`src/tile_dbg_pkg.sv`:
```
package tile_dbg_pkg;
    localparam int WATCH_COUNT = 4;
    localparam int CORE_COUNT = 8;

    // Register numbers in the tile configuration space
    localparam logic [7:0] OFS_IDENTITY = 8'h00;
    localparam logic [7:0] OFS_COUNTS_A = 8'h01;
    localparam logic [7:0] OFS_COUNTS_B = 8'h02;
    localparam logic [7:0] OFS_WRITE_PROTECT = 8'h04;
    localparam logic [7:0] OFS_IRQ_REQUEST = 8'h05;
    localparam logic [7:0] OFS_CLOCK_DIVIDER = 8'h06;
    localparam logic [7:0] OFS_SECURITY = 8'h07;
    localparam logic [7:0] OFS_SCRATCH = 8'h20;
    localparam logic [7:0] OFS_PC_SNAP = 8'h40;
    localparam logic [7:0] OFS_SR_SNAP = 8'h60;
    localparam logic [7:0] OFS_DATA_WATCH_CTRL = 8'h70;
    localparam logic [7:0] OFS_RES_WATCH_MASK = 8'h80;
    localparam logic [7:0] OFS_RES_WATCH_VALUE = 8'h90;
    localparam logic [7:0] OFS_RES_WATCH_CTRL = 8'h9C;
    localparam logic [7:0] OFS_IRQ_TYPE = 8'h15;
    localparam logic [7:0] OFS_IRQ_DATA = 8'h16;

    // Watch control fields
    localparam int WC_ENABLE_BIT = 0;
    localparam int WC_COND_BIT = 1;
    localparam int WC_LOAD_BIT = 2;
    localparam int WC_THREAD_LSB = 16;
    localparam logic [31:0] DATA_WATCH_CTRL_MASK = 32'h00FF0007;
    localparam logic [31:0] RES_WATCH_CTRL_MASK = 32'h00FF0003;

    // Configuration fields
    localparam int WP_ALL_BIT = 31;
    localparam int WP_SWITCH_BIT = 0;
    localparam logic [31:0] WRITE_PROTECT_MASK = 32'h80000001;
    localparam int IRQ_REQ_BIT = 0;
    localparam int IRQ_DEBUG_MODE_BIT = 1;
    localparam int CLK_STOP_BIT = 31;
    localparam logic [31:0] CLOCK_DIVIDER_MASK = 32'h8000FFFF;
    localparam logic [31:0] COUNTS_A_MASK = 32'hFFFFFF00;
    localparam logic [31:0] COUNTS_B_MASK = 32'h0000FFFF;
    localparam logic [31:0] IRQ_TYPE_MASK = 32'h0003FF07;
    localparam logic [31:0] ZERO_WORD = 32'h00000000;

    // Debug interrupt cause codes
    localparam logic [2:0] CAUSE_NONE = 3'h0;
    localparam logic [2:0] CAUSE_HOST = 3'h1;
    localparam logic [2:0] CAUSE_CALL = 3'h2;
    localparam logic [2:0] CAUSE_IBREAK = 3'h3;
    localparam logic [2:0] CAUSE_DATA_WATCH = 3'h4;
    localparam logic [2:0] CAUSE_RES_WATCH = 3'h5;

    typedef enum logic [1:0] {
        SRC_SWITCH,
        SRC_CORE,
        SRC_TEST_PORT
    } access_source_t;

    typedef struct packed {
        logic valid;
        logic write;
        access_source_t source;
        logic [7:0] addr;
        logic [31:0] wdata;
    } cfg_req_t;

    typedef struct packed {
        logic valid;
        logic is_load;
        logic [2:0] thread;
        logic cond_a;
        logic cond_b;
        logic [31:0] address;
    } data_access_t;

    typedef struct packed {
        logic valid;
        logic [2:0] thread;
        logic [31:0] resource_id;
    } res_access_t;
endpackage

```
`src/tile_debug_config_registers.sv`:
```
// Operation
// - Watch control bits 23:16 are per-thread enables, reset 0, gating hits
// - Watch control bit 0 enables the watchpoint; cleared means no interrupt
// - Data watch control bit 2 makes the watchpoint trigger on loads too
// - Data watch bit 1: 0 needs A and B, 1 needs A or B
// - Four data watch control registers at 0x70 through 0x73
// - Four writable resource watch mask registers at 0x80 through 0x83
// - Four resource watch value registers at 0x90 through 0x93
// - Resource watch control bit 1 picks condition A or B, reset 0
// - Identity register: processor id, node, revision, version; read-only
// - Count register A: channel ends, locks, synchronisers; bits 7:0 reserved
// - Count register B: clock blocks 15:8, timers 7:0, upper reserved
// - Protect bit 31 makes debug registers read-only from every source
// - Protect bit 0 makes debug registers read-only from the switch only
// - Writing 1 to 0x05 bit 0 requests a processor debug interrupt
// - Bit 1 of 0x05 reads 1 while the processor is in debug mode
// - Clock divider bits 15:0, reset 0, divide the PLL clock
// - Divider bit 31 set stops the tile clock entirely
// - Core program counter and status snapshots readable at 0x40 and 0x60
// - Interrupt type holds a 3-bit cause code, 1 to 5
// - Interrupt data records address on data hit, resource id on resource hit
module tile_debug_config_registers
    import tile_dbg_pkg::*;
(
    input wire logic clk,
    input wire logic rst_b,
    input wire logic pll_clk_tick,
    input wire cfg_req_t cfg_req,
    output logic cfg_ack,
    output logic [31:0] cfg_rdata,
    input wire logic [31:0] identity_value,
    input wire logic [31:0] counts_a_value,
    input wire logic [31:0] counts_b_value,
    input wire logic [31:0] security_value,
    input wire logic [CORE_COUNT*32-1:0] core_pc_flat,
    input wire logic [CORE_COUNT*32-1:0] core_sr_flat,
    input wire logic debug_mode,
    input wire data_access_t data_access,
    input wire res_access_t res_access,
    input wire logic res_cond_a,
    input wire logic res_cond_b,
    output logic debug_irq,
    output logic [2:0] irq_cause,
    output logic [31:0] irq_data,
    output logic tile_clk_en
);
    logic [31:0] data_ctrl_reg [WATCH_COUNT];
    logic [31:0] res_mask_reg [WATCH_COUNT];
    logic [31:0] res_value_reg [WATCH_COUNT];
    logic [31:0] res_ctrl_reg [WATCH_COUNT];
    logic [31:0] scratch_reg [CORE_COUNT];
    logic [31:0] protect_reg;
    logic irq_req_reg;
    logic [31:0] divider_reg;
    logic [15:0] div_count_reg;
    logic [2:0] cause_reg;
    logic [31:0] data_reg;
    logic irq_reg;
    logic ack_reg;
    logic [31:0] rdata_reg;
    logic clk_en_reg;
    logic [WATCH_COUNT-1:0] data_hit;
    logic [WATCH_COUNT-1:0] res_hit;
    logic wr;
    logic wr_allowed;

    assign wr = cfg_req.valid && cfg_req.write;
    // Switch-only protection leaves the core and test port writable
    assign wr_allowed = wr && !protect_reg[WP_ALL_BIT]
        && !(protect_reg[WP_SWITCH_BIT] && cfg_req.source == SRC_SWITCH);

    genvar gi;
    generate
        for (gi = 0; gi < WATCH_COUNT; gi++) begin : g_watch
            logic [7:0] d_ofs;
            logic [7:0] m_ofs;
            logic [7:0] v_ofs;
            logic [7:0] c_ofs;
            logic d_cond;
            logic d_kind;
            logic r_match;
            assign d_ofs = OFS_DATA_WATCH_CTRL + 8'(gi);
            assign m_ofs = OFS_RES_WATCH_MASK + 8'(gi);
            assign v_ofs = OFS_RES_WATCH_VALUE + 8'(gi);
            assign c_ofs = OFS_RES_WATCH_CTRL + 8'(gi);
            always_ff @(posedge clk) begin
                if (!rst_b) begin
                    data_ctrl_reg[gi] <= ZERO_WORD;
                    res_mask_reg[gi] <= ZERO_WORD;
                    res_value_reg[gi] <= ZERO_WORD;
                    res_ctrl_reg[gi] <= ZERO_WORD;
                end else if (wr_allowed) begin
                    if (cfg_req.addr == d_ofs) begin
                        data_ctrl_reg[gi] <= cfg_req.wdata & DATA_WATCH_CTRL_MASK;
                    end
                    if (cfg_req.addr == m_ofs) begin
                        res_mask_reg[gi] <= cfg_req.wdata;
                    end
                    if (cfg_req.addr == v_ofs) begin
                        res_value_reg[gi] <= cfg_req.wdata;
                    end
                    if (cfg_req.addr == c_ofs) begin
                        res_ctrl_reg[gi] <= cfg_req.wdata & RES_WATCH_CTRL_MASK;
                    end
                end
            end
            // Stores always qualify; loads only with the load bit
            assign d_kind = !data_access.is_load || data_ctrl_reg[gi][WC_LOAD_BIT];
            assign d_cond = data_ctrl_reg[gi][WC_COND_BIT]
                ? (data_access.cond_a || data_access.cond_b)
                : (data_access.cond_a && data_access.cond_b);
            assign data_hit[gi] = data_access.valid && data_ctrl_reg[gi][WC_ENABLE_BIT]
                && data_ctrl_reg[gi][WC_THREAD_LSB + 32'(data_access.thread)]
                && d_kind && d_cond;
            assign r_match = ((res_access.resource_id & res_mask_reg[gi])
                == (res_value_reg[gi] & res_mask_reg[gi]))
                && (res_ctrl_reg[gi][WC_COND_BIT] ? res_cond_b : res_cond_a);
            assign res_hit[gi] = res_access.valid && res_ctrl_reg[gi][WC_ENABLE_BIT]
                && res_ctrl_reg[gi][WC_THREAD_LSB + 32'(res_access.thread)]
                && r_match;
        end
        for (gi = 0; gi < CORE_COUNT; gi++) begin : g_scratch
            always_ff @(posedge clk) begin
                if (!rst_b) begin
                    scratch_reg[gi] <= ZERO_WORD;
                end else if (wr_allowed && cfg_req.addr == OFS_SCRATCH + 8'(gi)) begin
                    scratch_reg[gi] <= cfg_req.wdata;
                end
            end
        end
    endgenerate

    // The protect register itself is never locked, or it could not be undone
    always_ff @(posedge clk) begin
        if (!rst_b) begin
            protect_reg <= ZERO_WORD;
        end else if (wr && cfg_req.addr == OFS_WRITE_PROTECT) begin
            protect_reg <= cfg_req.wdata & WRITE_PROTECT_MASK;
        end
    end

    always_ff @(posedge clk) begin
        if (!rst_b) begin
            irq_req_reg <= 1'b0;
            divider_reg <= ZERO_WORD;
        end else if (wr_allowed && cfg_req.addr == OFS_IRQ_REQUEST) begin
            irq_req_reg <= cfg_req.wdata[IRQ_REQ_BIT];
        end else if (wr_allowed && cfg_req.addr == OFS_CLOCK_DIVIDER) begin
            divider_reg <= cfg_req.wdata & CLOCK_DIVIDER_MASK;
        end else if (irq_req_reg && !debug_mode && cause_reg == CAUSE_NONE) begin
            irq_req_reg <= irq_req_reg;
        end else if (debug_mode) begin
            // Request consumed once the processor has entered debug mode
            irq_req_reg <= 1'b0;
        end
    end

    // Divide value 0 or 1 passes every PLL tick
    always_ff @(posedge clk) begin
        if (!rst_b) begin
            div_count_reg <= 16'h0000;
            clk_en_reg <= 1'b0;
        end else if (divider_reg[CLK_STOP_BIT]) begin
            div_count_reg <= 16'h0000;
            clk_en_reg <= 1'b0;
        end else if (pll_clk_tick) begin
            if (div_count_reg + 16'h0001 >= divider_reg[15:0]) begin
                div_count_reg <= 16'h0000;
                clk_en_reg <= 1'b1;
            end else begin
                div_count_reg <= div_count_reg + 16'h0001;
                clk_en_reg <= 1'b0;
            end
        end else begin
            clk_en_reg <= 1'b0;
        end
    end

    // Cause capture; any watchpoint hit counts alike, data before resource before host request
    always_ff @(posedge clk) begin
        if (!rst_b) begin
            cause_reg <= CAUSE_NONE;
            data_reg <= ZERO_WORD;
            irq_reg <= 1'b0;
        end else if (debug_mode) begin
            irq_reg <= 1'b0;
        end else if (|data_hit) begin
            cause_reg <= CAUSE_DATA_WATCH;
            data_reg <= data_access.address;
            irq_reg <= 1'b1;
        end else if (|res_hit) begin
            cause_reg <= CAUSE_RES_WATCH;
            data_reg <= res_access.resource_id;
            irq_reg <= 1'b1;
        end else if (irq_req_reg) begin
            cause_reg <= CAUSE_HOST;
            irq_reg <= 1'b1;
        end
    end

    // Read path: one-cycle registered answer to every request
    always_ff @(posedge clk) begin
        if (!rst_b) begin
            ack_reg <= 1'b0;
            rdata_reg <= ZERO_WORD;
        end else begin
            ack_reg <= cfg_req.valid;
            rdata_reg <= ZERO_WORD;
            if (cfg_req.valid && !cfg_req.write) begin
                unique casez (cfg_req.addr)
                    OFS_IDENTITY: rdata_reg <= identity_value;
                    OFS_COUNTS_A: rdata_reg <= counts_a_value & COUNTS_A_MASK;
                    OFS_COUNTS_B: rdata_reg <= counts_b_value & COUNTS_B_MASK;
                    OFS_WRITE_PROTECT: rdata_reg <= protect_reg;
                    OFS_IRQ_REQUEST: rdata_reg <= {30'h0, debug_mode, irq_req_reg};
                    OFS_CLOCK_DIVIDER: rdata_reg <= divider_reg;
                    OFS_SECURITY: rdata_reg <= security_value;
                    OFS_IRQ_TYPE: rdata_reg <= {29'h0, cause_reg};
                    OFS_IRQ_DATA: rdata_reg <= data_reg;
                    8'b0010_0???: rdata_reg <= scratch_reg[cfg_req.addr[2:0]];
                    8'b0100_0???: rdata_reg <= core_pc_flat[32*cfg_req.addr[2:0] +: 32];
                    8'b0110_0???: rdata_reg <= core_sr_flat[32*cfg_req.addr[2:0] +: 32];
                    8'b0111_00??: rdata_reg <= data_ctrl_reg[cfg_req.addr[1:0]];
                    8'b1000_00??: rdata_reg <= res_mask_reg[cfg_req.addr[1:0]];
                    8'b1001_00??: rdata_reg <= res_value_reg[cfg_req.addr[1:0]];
                    8'b1001_11??: rdata_reg <= res_ctrl_reg[cfg_req.addr[1:0]];
                    default: rdata_reg <= ZERO_WORD;
                endcase
            end
        end
    end

    assign cfg_ack = ack_reg;
    assign cfg_rdata = rdata_reg;
    assign debug_irq = irq_reg;
    assign irq_cause = cause_reg;
    assign irq_data = data_reg;
    assign tile_clk_en = clk_en_reg;
endmodule

```
`config.mk`:
```
export PLATFORM = sky130hd
export DESIGN_NAME = tile_debug_config_registers
export DESIGN_NICKNAME = d
export VERILOG_FILES = /design/src/tile_dbg_pkg.sv /design/src/tile_debug_config_registers.sv
export SDC_FILE = /design/constraint.sdc
export NUM_CORES = 2
export LEC_CHECK = 0
export BUFFER_PORTS_ARGS = -buffer_cell sky130_fd_sc_hd__clkbuf_2
export CAP_MARGIN = 40
export CORE_AREA = 2 2 327 329
export CTS_CLUSTER_SIZE = 10
export DETAILED_ROUTE_END_ITERATION = 8
export DIE_AREA = 0 0 329 331
export PLACE_DENSITY = 0.64
export SYNTH_ARGS = -nofsm -noshare
export SYNTH_HDL_FRONTEND = slang
export SYNTH_SLANG_ARGS = --single-unit
```
`constraint.sdc`:
```
create_clock -name clk -period 9.7 [get_ports clk]
set_input_delay 1.94 -clock clk [delete_from_list [all_inputs] [get_ports clk]]
set_output_delay 1.94 -clock clk [all_outputs]
set_load 0.02 [all_outputs]
```
=== Yosys cells after proc, flatten, opt, wreduce, memory -nomap -nowiden ===
Memory sizes are Yosys's and may differ from the RTL's.
Cells that the tools add are included.

* Add/sub/neg operators: 3
* Equal/unequal tests: 45
* Reductions and logical operators: 77
* Order comparisons: 3
* Bitwise gates (word level): 36
* Mux-type cells: 152
* Shifts and indexed selects: 2

{| class="wikitable"
|+ Operator list
! kind !! count
|-
| two-way mux 32 bit || 18
|-
| case mux 32 bit (16 select lines) || 1
|-
| indexed part select 256 x 9 -> 32 bit || 2
|-
| bitwise AND 32 bit || 8
|-
| == test 32 bit || 4
|-
| two-way mux 1 bit || 113
|-
| == test 8 bit, second input constant || 12
|-
| == test 8 x 6 -> 1 bit, second input constant || 8
|-
| logical AND 1 bit || 51
|-
| two-way mux 11 bit || 4
|-
| binary-select mux 1 bit (select 5 bit) || 8
|-
| two-way mux 10 bit || 4
|-
| == test 8 x 3 -> 1 bit, second input constant || 4
|-
| == test 8 x 7 -> 1 bit, second input constant || 4
|-
| OR 1 bit || 24
|-
| == test 6 bit, second input constant || 3
|-
| adder 16 x 1 -> 16 bit, second input constant || 1
|-
| == test 8 x 5 -> 1 bit, second input constant || 2
|-
| greater-or-equal comparator 16 bit || 1
|-
| two-way mux 16 bit || 1
|-
| adder 5 x 3 -> 6 bit, first input constant || 2
|-
| less-than comparator 6 bit, second input constant || 2
|-
| == test 5 x 4 -> 1 bit, second input constant || 2
|-
| two-way mux 3 bit || 3
|-
| 18 further kinds || 36
|}

* Output and inout port bits: 70
* RAM bits: 596
* Memories: 5
* Register bits after elaboration: 106
* Logic and storage cells: 333

{| class="wikitable"
|+ Memories
! name !! words !! bits a word !! rd ports !! clocked after memory_dff !! wr ports !! RTL line !! text
|-
| scratch_reg || 8 || 32 || 1 || 0 || 8 || tile_debug_config_registers.sv:51 || <nowiki>logic [31:0] scratch_reg [CORE_COUNT];</nowiki>
|-
| res_mask_reg || 4 || 32 || 5 || 0 || 4 || tile_debug_config_registers.sv:48 || <nowiki>logic [31:0] res_mask_reg [WATCH_COUNT];</nowiki>
|-
| res_value_reg || 4 || 32 || 5 || 0 || 4 || tile_debug_config_registers.sv:49 || <nowiki>logic [31:0] res_value_reg [WATCH_COUNT];</nowiki>
|-
| data_ctrl_reg || 4 || 11 || 5 || 0 || 4 || tile_debug_config_registers.sv:47 || <nowiki>logic [31:0] data_ctrl_reg [WATCH_COUNT];</nowiki>
|-
| res_ctrl_reg || 4 || 10 || 5 || 0 || 4 || tile_debug_config_registers.sv:50 || <nowiki>logic [31:0] res_ctrl_reg [WATCH_COUNT];</nowiki>
|}

=== Logic depth before layout (Yosys ltp) ===
* Word-level depth: 9
* Gate-level depth with buffers: 15

=== Least setup slack after synthesis ===
No wires, ideal clock.

* Path type: in2reg
* From: input cfg_req[32] (netlist name)
* To: memory scratch_reg[3][0] (enable)
* Library setup time: 470 ps
* Path slack: 3404 ps
* Buffers on the path: 5
* Stages on the path: 7
* Arrival: 5826 ps
* Path through: buf_2 buf_4 buf_2 buf_2 clkbuf_1 nand3_1 o31ai_1

{| class="wikitable"
|+ RTL lines
! element !! RTL line !! text
|-
| start: declaration || tile_debug_config_registers.sv:28 || <nowiki>input wire cfg_req_t cfg_req,</nowiki>
|-
| end: declaration || tile_debug_config_registers.sv:51 ||
|}

=== Final worst setup path ===
* From: input cfg_req[35] (netlist name)
* To: register rdata_reg[24], in the netlist cfg_rdata[24]

* Longest elaborated chain between the ends: 2

{| class="wikitable"
|+ RTL lines
! element !! RTL line !! text
|-
| == test 8 x 5 -> 1 bit (tied with other cells) || tile_debug_config_registers.sv:210 || <nowiki>unique casez (cfg_req.addr)</nowiki>
|-
| case mux 32 bit (16 select lines) (*) || tile_debug_config_registers.sv:210 ||
|-
| end signal: assignment || tile_debug_config_registers.sv:211 || <nowiki>OFS_IDENTITY: rdata_reg <= identity_value;</nowiki>
|-
| end signal: assignment || tile_debug_config_registers.sv:212 || <nowiki>OFS_COUNTS_A: rdata_reg <= counts_a_value & COUNTS_A_MASK;</nowiki>
|-
| end signal: assignment || tile_debug_config_registers.sv:213 || <nowiki>OFS_COUNTS_B: rdata_reg <= counts_b_value & COUNTS_B_MASK;</nowiki>
|-
| end: declaration || tile_debug_config_registers.sv:60 || <nowiki>logic [31:0] rdata_reg;</nowiki>
|}

Mark *: on every way between the ends. The rest lies on a longest branch, timed or not.
A chain may end at the register's enable or synchronous reset.

==> results_dict.tcl <==
set metrics [dict create \
    first_global_vias 30987 \
    grt_max_degree 146 \
    timing.critical_path.from "cfg_req[35]" \
    synth.largest_area_cell "sky130_fd_sc_hd__edfxtp_1" \
    hold_start "divider_reg[12]" \
    max_stage_delay_on_crit_path_ps 630 \
    numClockSinks 701 \
    port-buffer-count 809 \
    antenna_violations_before_repair 38 \
    cts_max_level 3 \
    largest_register_ff_count 256 \
    tightest_slew_ps 930 \
    io_pins 835 \
    synth_enable_flop_cells 596 \
    grt_pass1_wl_mm 247 \
    detail_route.iter0.violations 4234 \
    syn_nets 4036 \
    post_synth_num_cell_types 70 \
    crit_buf_inv 2 \
    number_of_rows_in_the_core_area 119 \
    final-max-slew-violation-count 0 \
    unrepaired_setup_endpoints_after_global_routing "false" \
    cts-buffers-inserted 83 \
    hold_viol_final 0 \
    synth_flop_cell "sky130_fd_sc_hd__edfxtp_1" \
    report.final.setup_viol 0 \
    post-dp-hpwl_mm 136 \
    yosysWarnings 0 \
    synth_top_cell_area_share_pct 45.6 \
    path_cells "clkbuf_2, nor4b_1, nand2_4, buf_12, mux4_2, o2111ai_1, a21oi_1, o31a_1" \
    dpl_worst_slack_ps 3980 \
    die_width_um 329 \
    netlist_area_um2 39200 \
    grt.overflow.total 0 \
    outcome "complete, no violations" \
    fin_skew_ps 43.4 \
    max-slew-margin-rel_pct 37.8 \
    max_freq_mhz 196 \
    synthArstFlopShare_pct 0 \
    insertion_delay_ps 670 \
    worst-setup-path-type "input pin to flip-flop" \
    final.setup.tns_ps 0 \
    ys_ff_latch 701 \
    design.core.area_um2 105000 \
    areal_power_density_over_the_cells_nw_per_um2 157 \
    maxCapViolCount 0 \
    vdd_drop_max_mv 0.112 \
    critical_path_arrival_ps 5640 \
    critical_path_peak_fanout 145 \
    die_h_um 331 \
    drt_drc_violations_left 0 \
    final_critical_path_setup_slack_ps 4600 \
    areaGrowthSynthToFinish_pct 20.3 \
    post_cts_resize_count 0 \
    worst_hold_path_type "flip-flop to flip-flop" \
    drt-vias-per-instance 5.91 \
    layout.core_utilization_pct 45.0 \
    postRouteAntennaNets 0 \
    cts_tree "built" \
    initial_core_util_pct 37.4 \
    routabilityCongestion 0.997 \
    data_required_time_of_the_worst_path_ps 10240 \
    fill_cells 9709 \
    final_min_period_over_clock_period_pct 52.6 \
    cp_top_family "simple AND/OR/NAND/NOR gates" \
    fin_area_um2 47200 \
    number_of_buffers_added_to_fix_hold_violations_after_cts 0 \
    nets 4706 \
    crit-reg2reg-launch "div_count_reg[0]" \
    syn_area_per_cell_um2 12.1 \
    cts_root_buf "sky130_fd_sc_hd__clkbuf_16" \
    fp.dieArea_um2 109000 \
    post-cts-setup-buffers 0 \
    crit_slowest_cell "sky130_fd_sc_hd__nor4b_1" \
    post_synth_main_area_contributors "sky130_fd_sc_hd__edfxtp_1 (46%), sky130_fd_sc_hd__mux4_2 (13%), sky130_fd_sc_hd__and2_1 (9.5%)" \
    grt.total_usage_pct 32.8 \
    synthesis.instances 3254 \
    crit_path_end_kind "flip-flop" \
    wl_per_cell_um 34.0 \
    path_clk_slew_ps 60 \
    finalWirelength_mm 184 \
    total_number_of_vias 31906 \
    dr.pass1.iters 6 \
    drive_gt1_share_pct 32.2 \
    layout_min_cycle_time_ps 5100 \
    placedInstanceArea_um2 44600 \
    cellLeakagePower_nw 18.4 \
    cts_max_path_buffers 3 \
    seq_area_frac_synth_pct 51.0 \
    cp-start-kind "input pin" \
]
-- final timing paths --
path / to / slack, ps / cells after the start
max reg2reg: div_count_reg[9] / 5880 / 15
max: cfg_rdata[24] / 4600 / 8
min: divider_reg[12] / 480 / 2
min reg2reg: divider_reg[12] / 480 / 2
-- tightest hold or removal path, delay by kind of cell (launching register included) --
kind	cells	cell delay (ps)
compound gates	1	60
flops	1	310
simple gates	1	50
-- cell families after synthesis --
group           count (synthesis)  synth area share, %
compound gates                418                 8.15
xor+xnor                      141                 3.15
fa+ha+maj                      17                0.542
buf+inv                       334                 3.67
flops                         701                 51.0
mux                           341                 16.2
other cells                     1              0.00956
simple gates                 1301                 17.4
-- per-layer routing --
metal | global-route usage [%] | wire length [um] | up-vias
met5 | 0 | 241 | -
met4 | 16.7 | 10100 | 36
met3 | 7.64 | 19400 | 379
met2 | 52.0 | 85300 | 2105
met1 | 42.2 | 68800 | 15938
li1 | - | - | 13448
-- placed cells by master, fill, tap and decap left out, types with 25 or more instances in the layout --
cell type / Yosys / final
sky130_fd_sc_hd__a21oi_1: 59 / 59
sky130_fd_sc_hd__clkbuf_16: 0 / 84
sky130_fd_sc_hd__o2111ai_1: 69 / 69
sky130_fd_sc_hd__nor2_1: 62 / 56
sky130_fd_sc_hd__nand3_1: 154 / 154
sky130_fd_sc_hd__nand2_1: 400 / 399
sky130_fd_sc_hd__mux2i_1: 79 / 79
sky130_fd_sc_hd__a222oi_1: 25 / 25
sky130_fd_sc_hd__mux4_2: 226 / 226
sky130_fd_sc_hd__mux2_2: 32 / 32
sky130_fd_sc_hd__buf_4: 7 / 77
sky130_fd_sc_hd__xor2_1: 134 / 134
sky130_fd_sc_hd__clkbuf_1: 235 / 57
sky130_fd_sc_hd__a22oi_1: 84 / 84
sky130_fd_sc_hd__and2_1: 599 / 599
sky130_fd_sc_hd__o21ai_0: 38 / 27
sky130_fd_sc_hd__a22o_1: 32 / 32
sky130_fd_sc_hd__dfxtp_1: 105 / 105
sky130_fd_sc_hd__clkbuf_2: 0 / 805
sky130_fd_sc_hd__edfxtp_1: 596 / 596
sky130_fd_sc_hd__inv_1: 27 / 26
-- through the flow --
step	power (mW)	hold WS [ps]	cells
after floorplan	3.98	451	3254
after global placement	4.46	465	5224
after detailed placement	4.47	473	5230
after CTS	7.40	480	5384
after global routing	7.57	505	5394
final	7.39	476	5403
-- cell usage after synthesis, types with 7 or more instances --
cell and n:
sky130_fd_sc_hd__a21boi_0 18, sky130_fd_sc_hd__a21o_1 7, sky130_fd_sc_hd__a21oi_1 59, sky130_fd_sc_hd__a221oi_1 12, sky130_fd_sc_hd__a222oi_1 25, sky130_fd_sc_hd__a22o_1 32, sky130_fd_sc_hd__a22oi_1 84, sky130_fd_sc_hd__a32o_1 10
sky130_fd_sc_hd__and2_1 599, sky130_fd_sc_hd__and3_1 8, sky130_fd_sc_hd__buf_1 15, sky130_fd_sc_hd__buf_2 37, sky130_fd_sc_hd__buf_4 7, sky130_fd_sc_hd__clkbuf_1 235, sky130_fd_sc_hd__dfxtp_1 105, sky130_fd_sc_hd__edfxtp_1 596
sky130_fd_sc_hd__ha_1 17, sky130_fd_sc_hd__inv_1 27, sky130_fd_sc_hd__mux2_2 32, sky130_fd_sc_hd__mux2i_1 79, sky130_fd_sc_hd__mux4_2 226, sky130_fd_sc_hd__nand2_1 400, sky130_fd_sc_hd__nand2b_1 9, sky130_fd_sc_hd__nand3_1 154
sky130_fd_sc_hd__nand4_1 23, sky130_fd_sc_hd__nor2_1 62, sky130_fd_sc_hd__nor3_1 12, sky130_fd_sc_hd__o2111ai_1 69, sky130_fd_sc_hd__o21a_1 9, sky130_fd_sc_hd__o21ai_0 38, sky130_fd_sc_hd__o31a_1 24, sky130_fd_sc_hd__xnor2_1 7
sky130_fd_sc_hd__xor2_1 134
-- report_power, final --
group | internal (mW) | switching (mW)
combinational | 0.380 | 0.574
sequential | 3.40 | 0.0761
clock | 1.68 | 1.28
-- final cells by class --
class                      instances  area (um^2)  share of cell area [%]
sequential                       701        20000                    42.4
clock inverter                    10          161                   0.342
tap                             1391         1740                    3.69
clock buffer                     144         2360                    4.99
inverter                          28          106                   0.225
timing repair buffer             891         4750                    10.1
antenna                           19         47.5                   0.101
multi-input combinational       2219        18000                    38.2
Power figures use the tool's default switching activity.
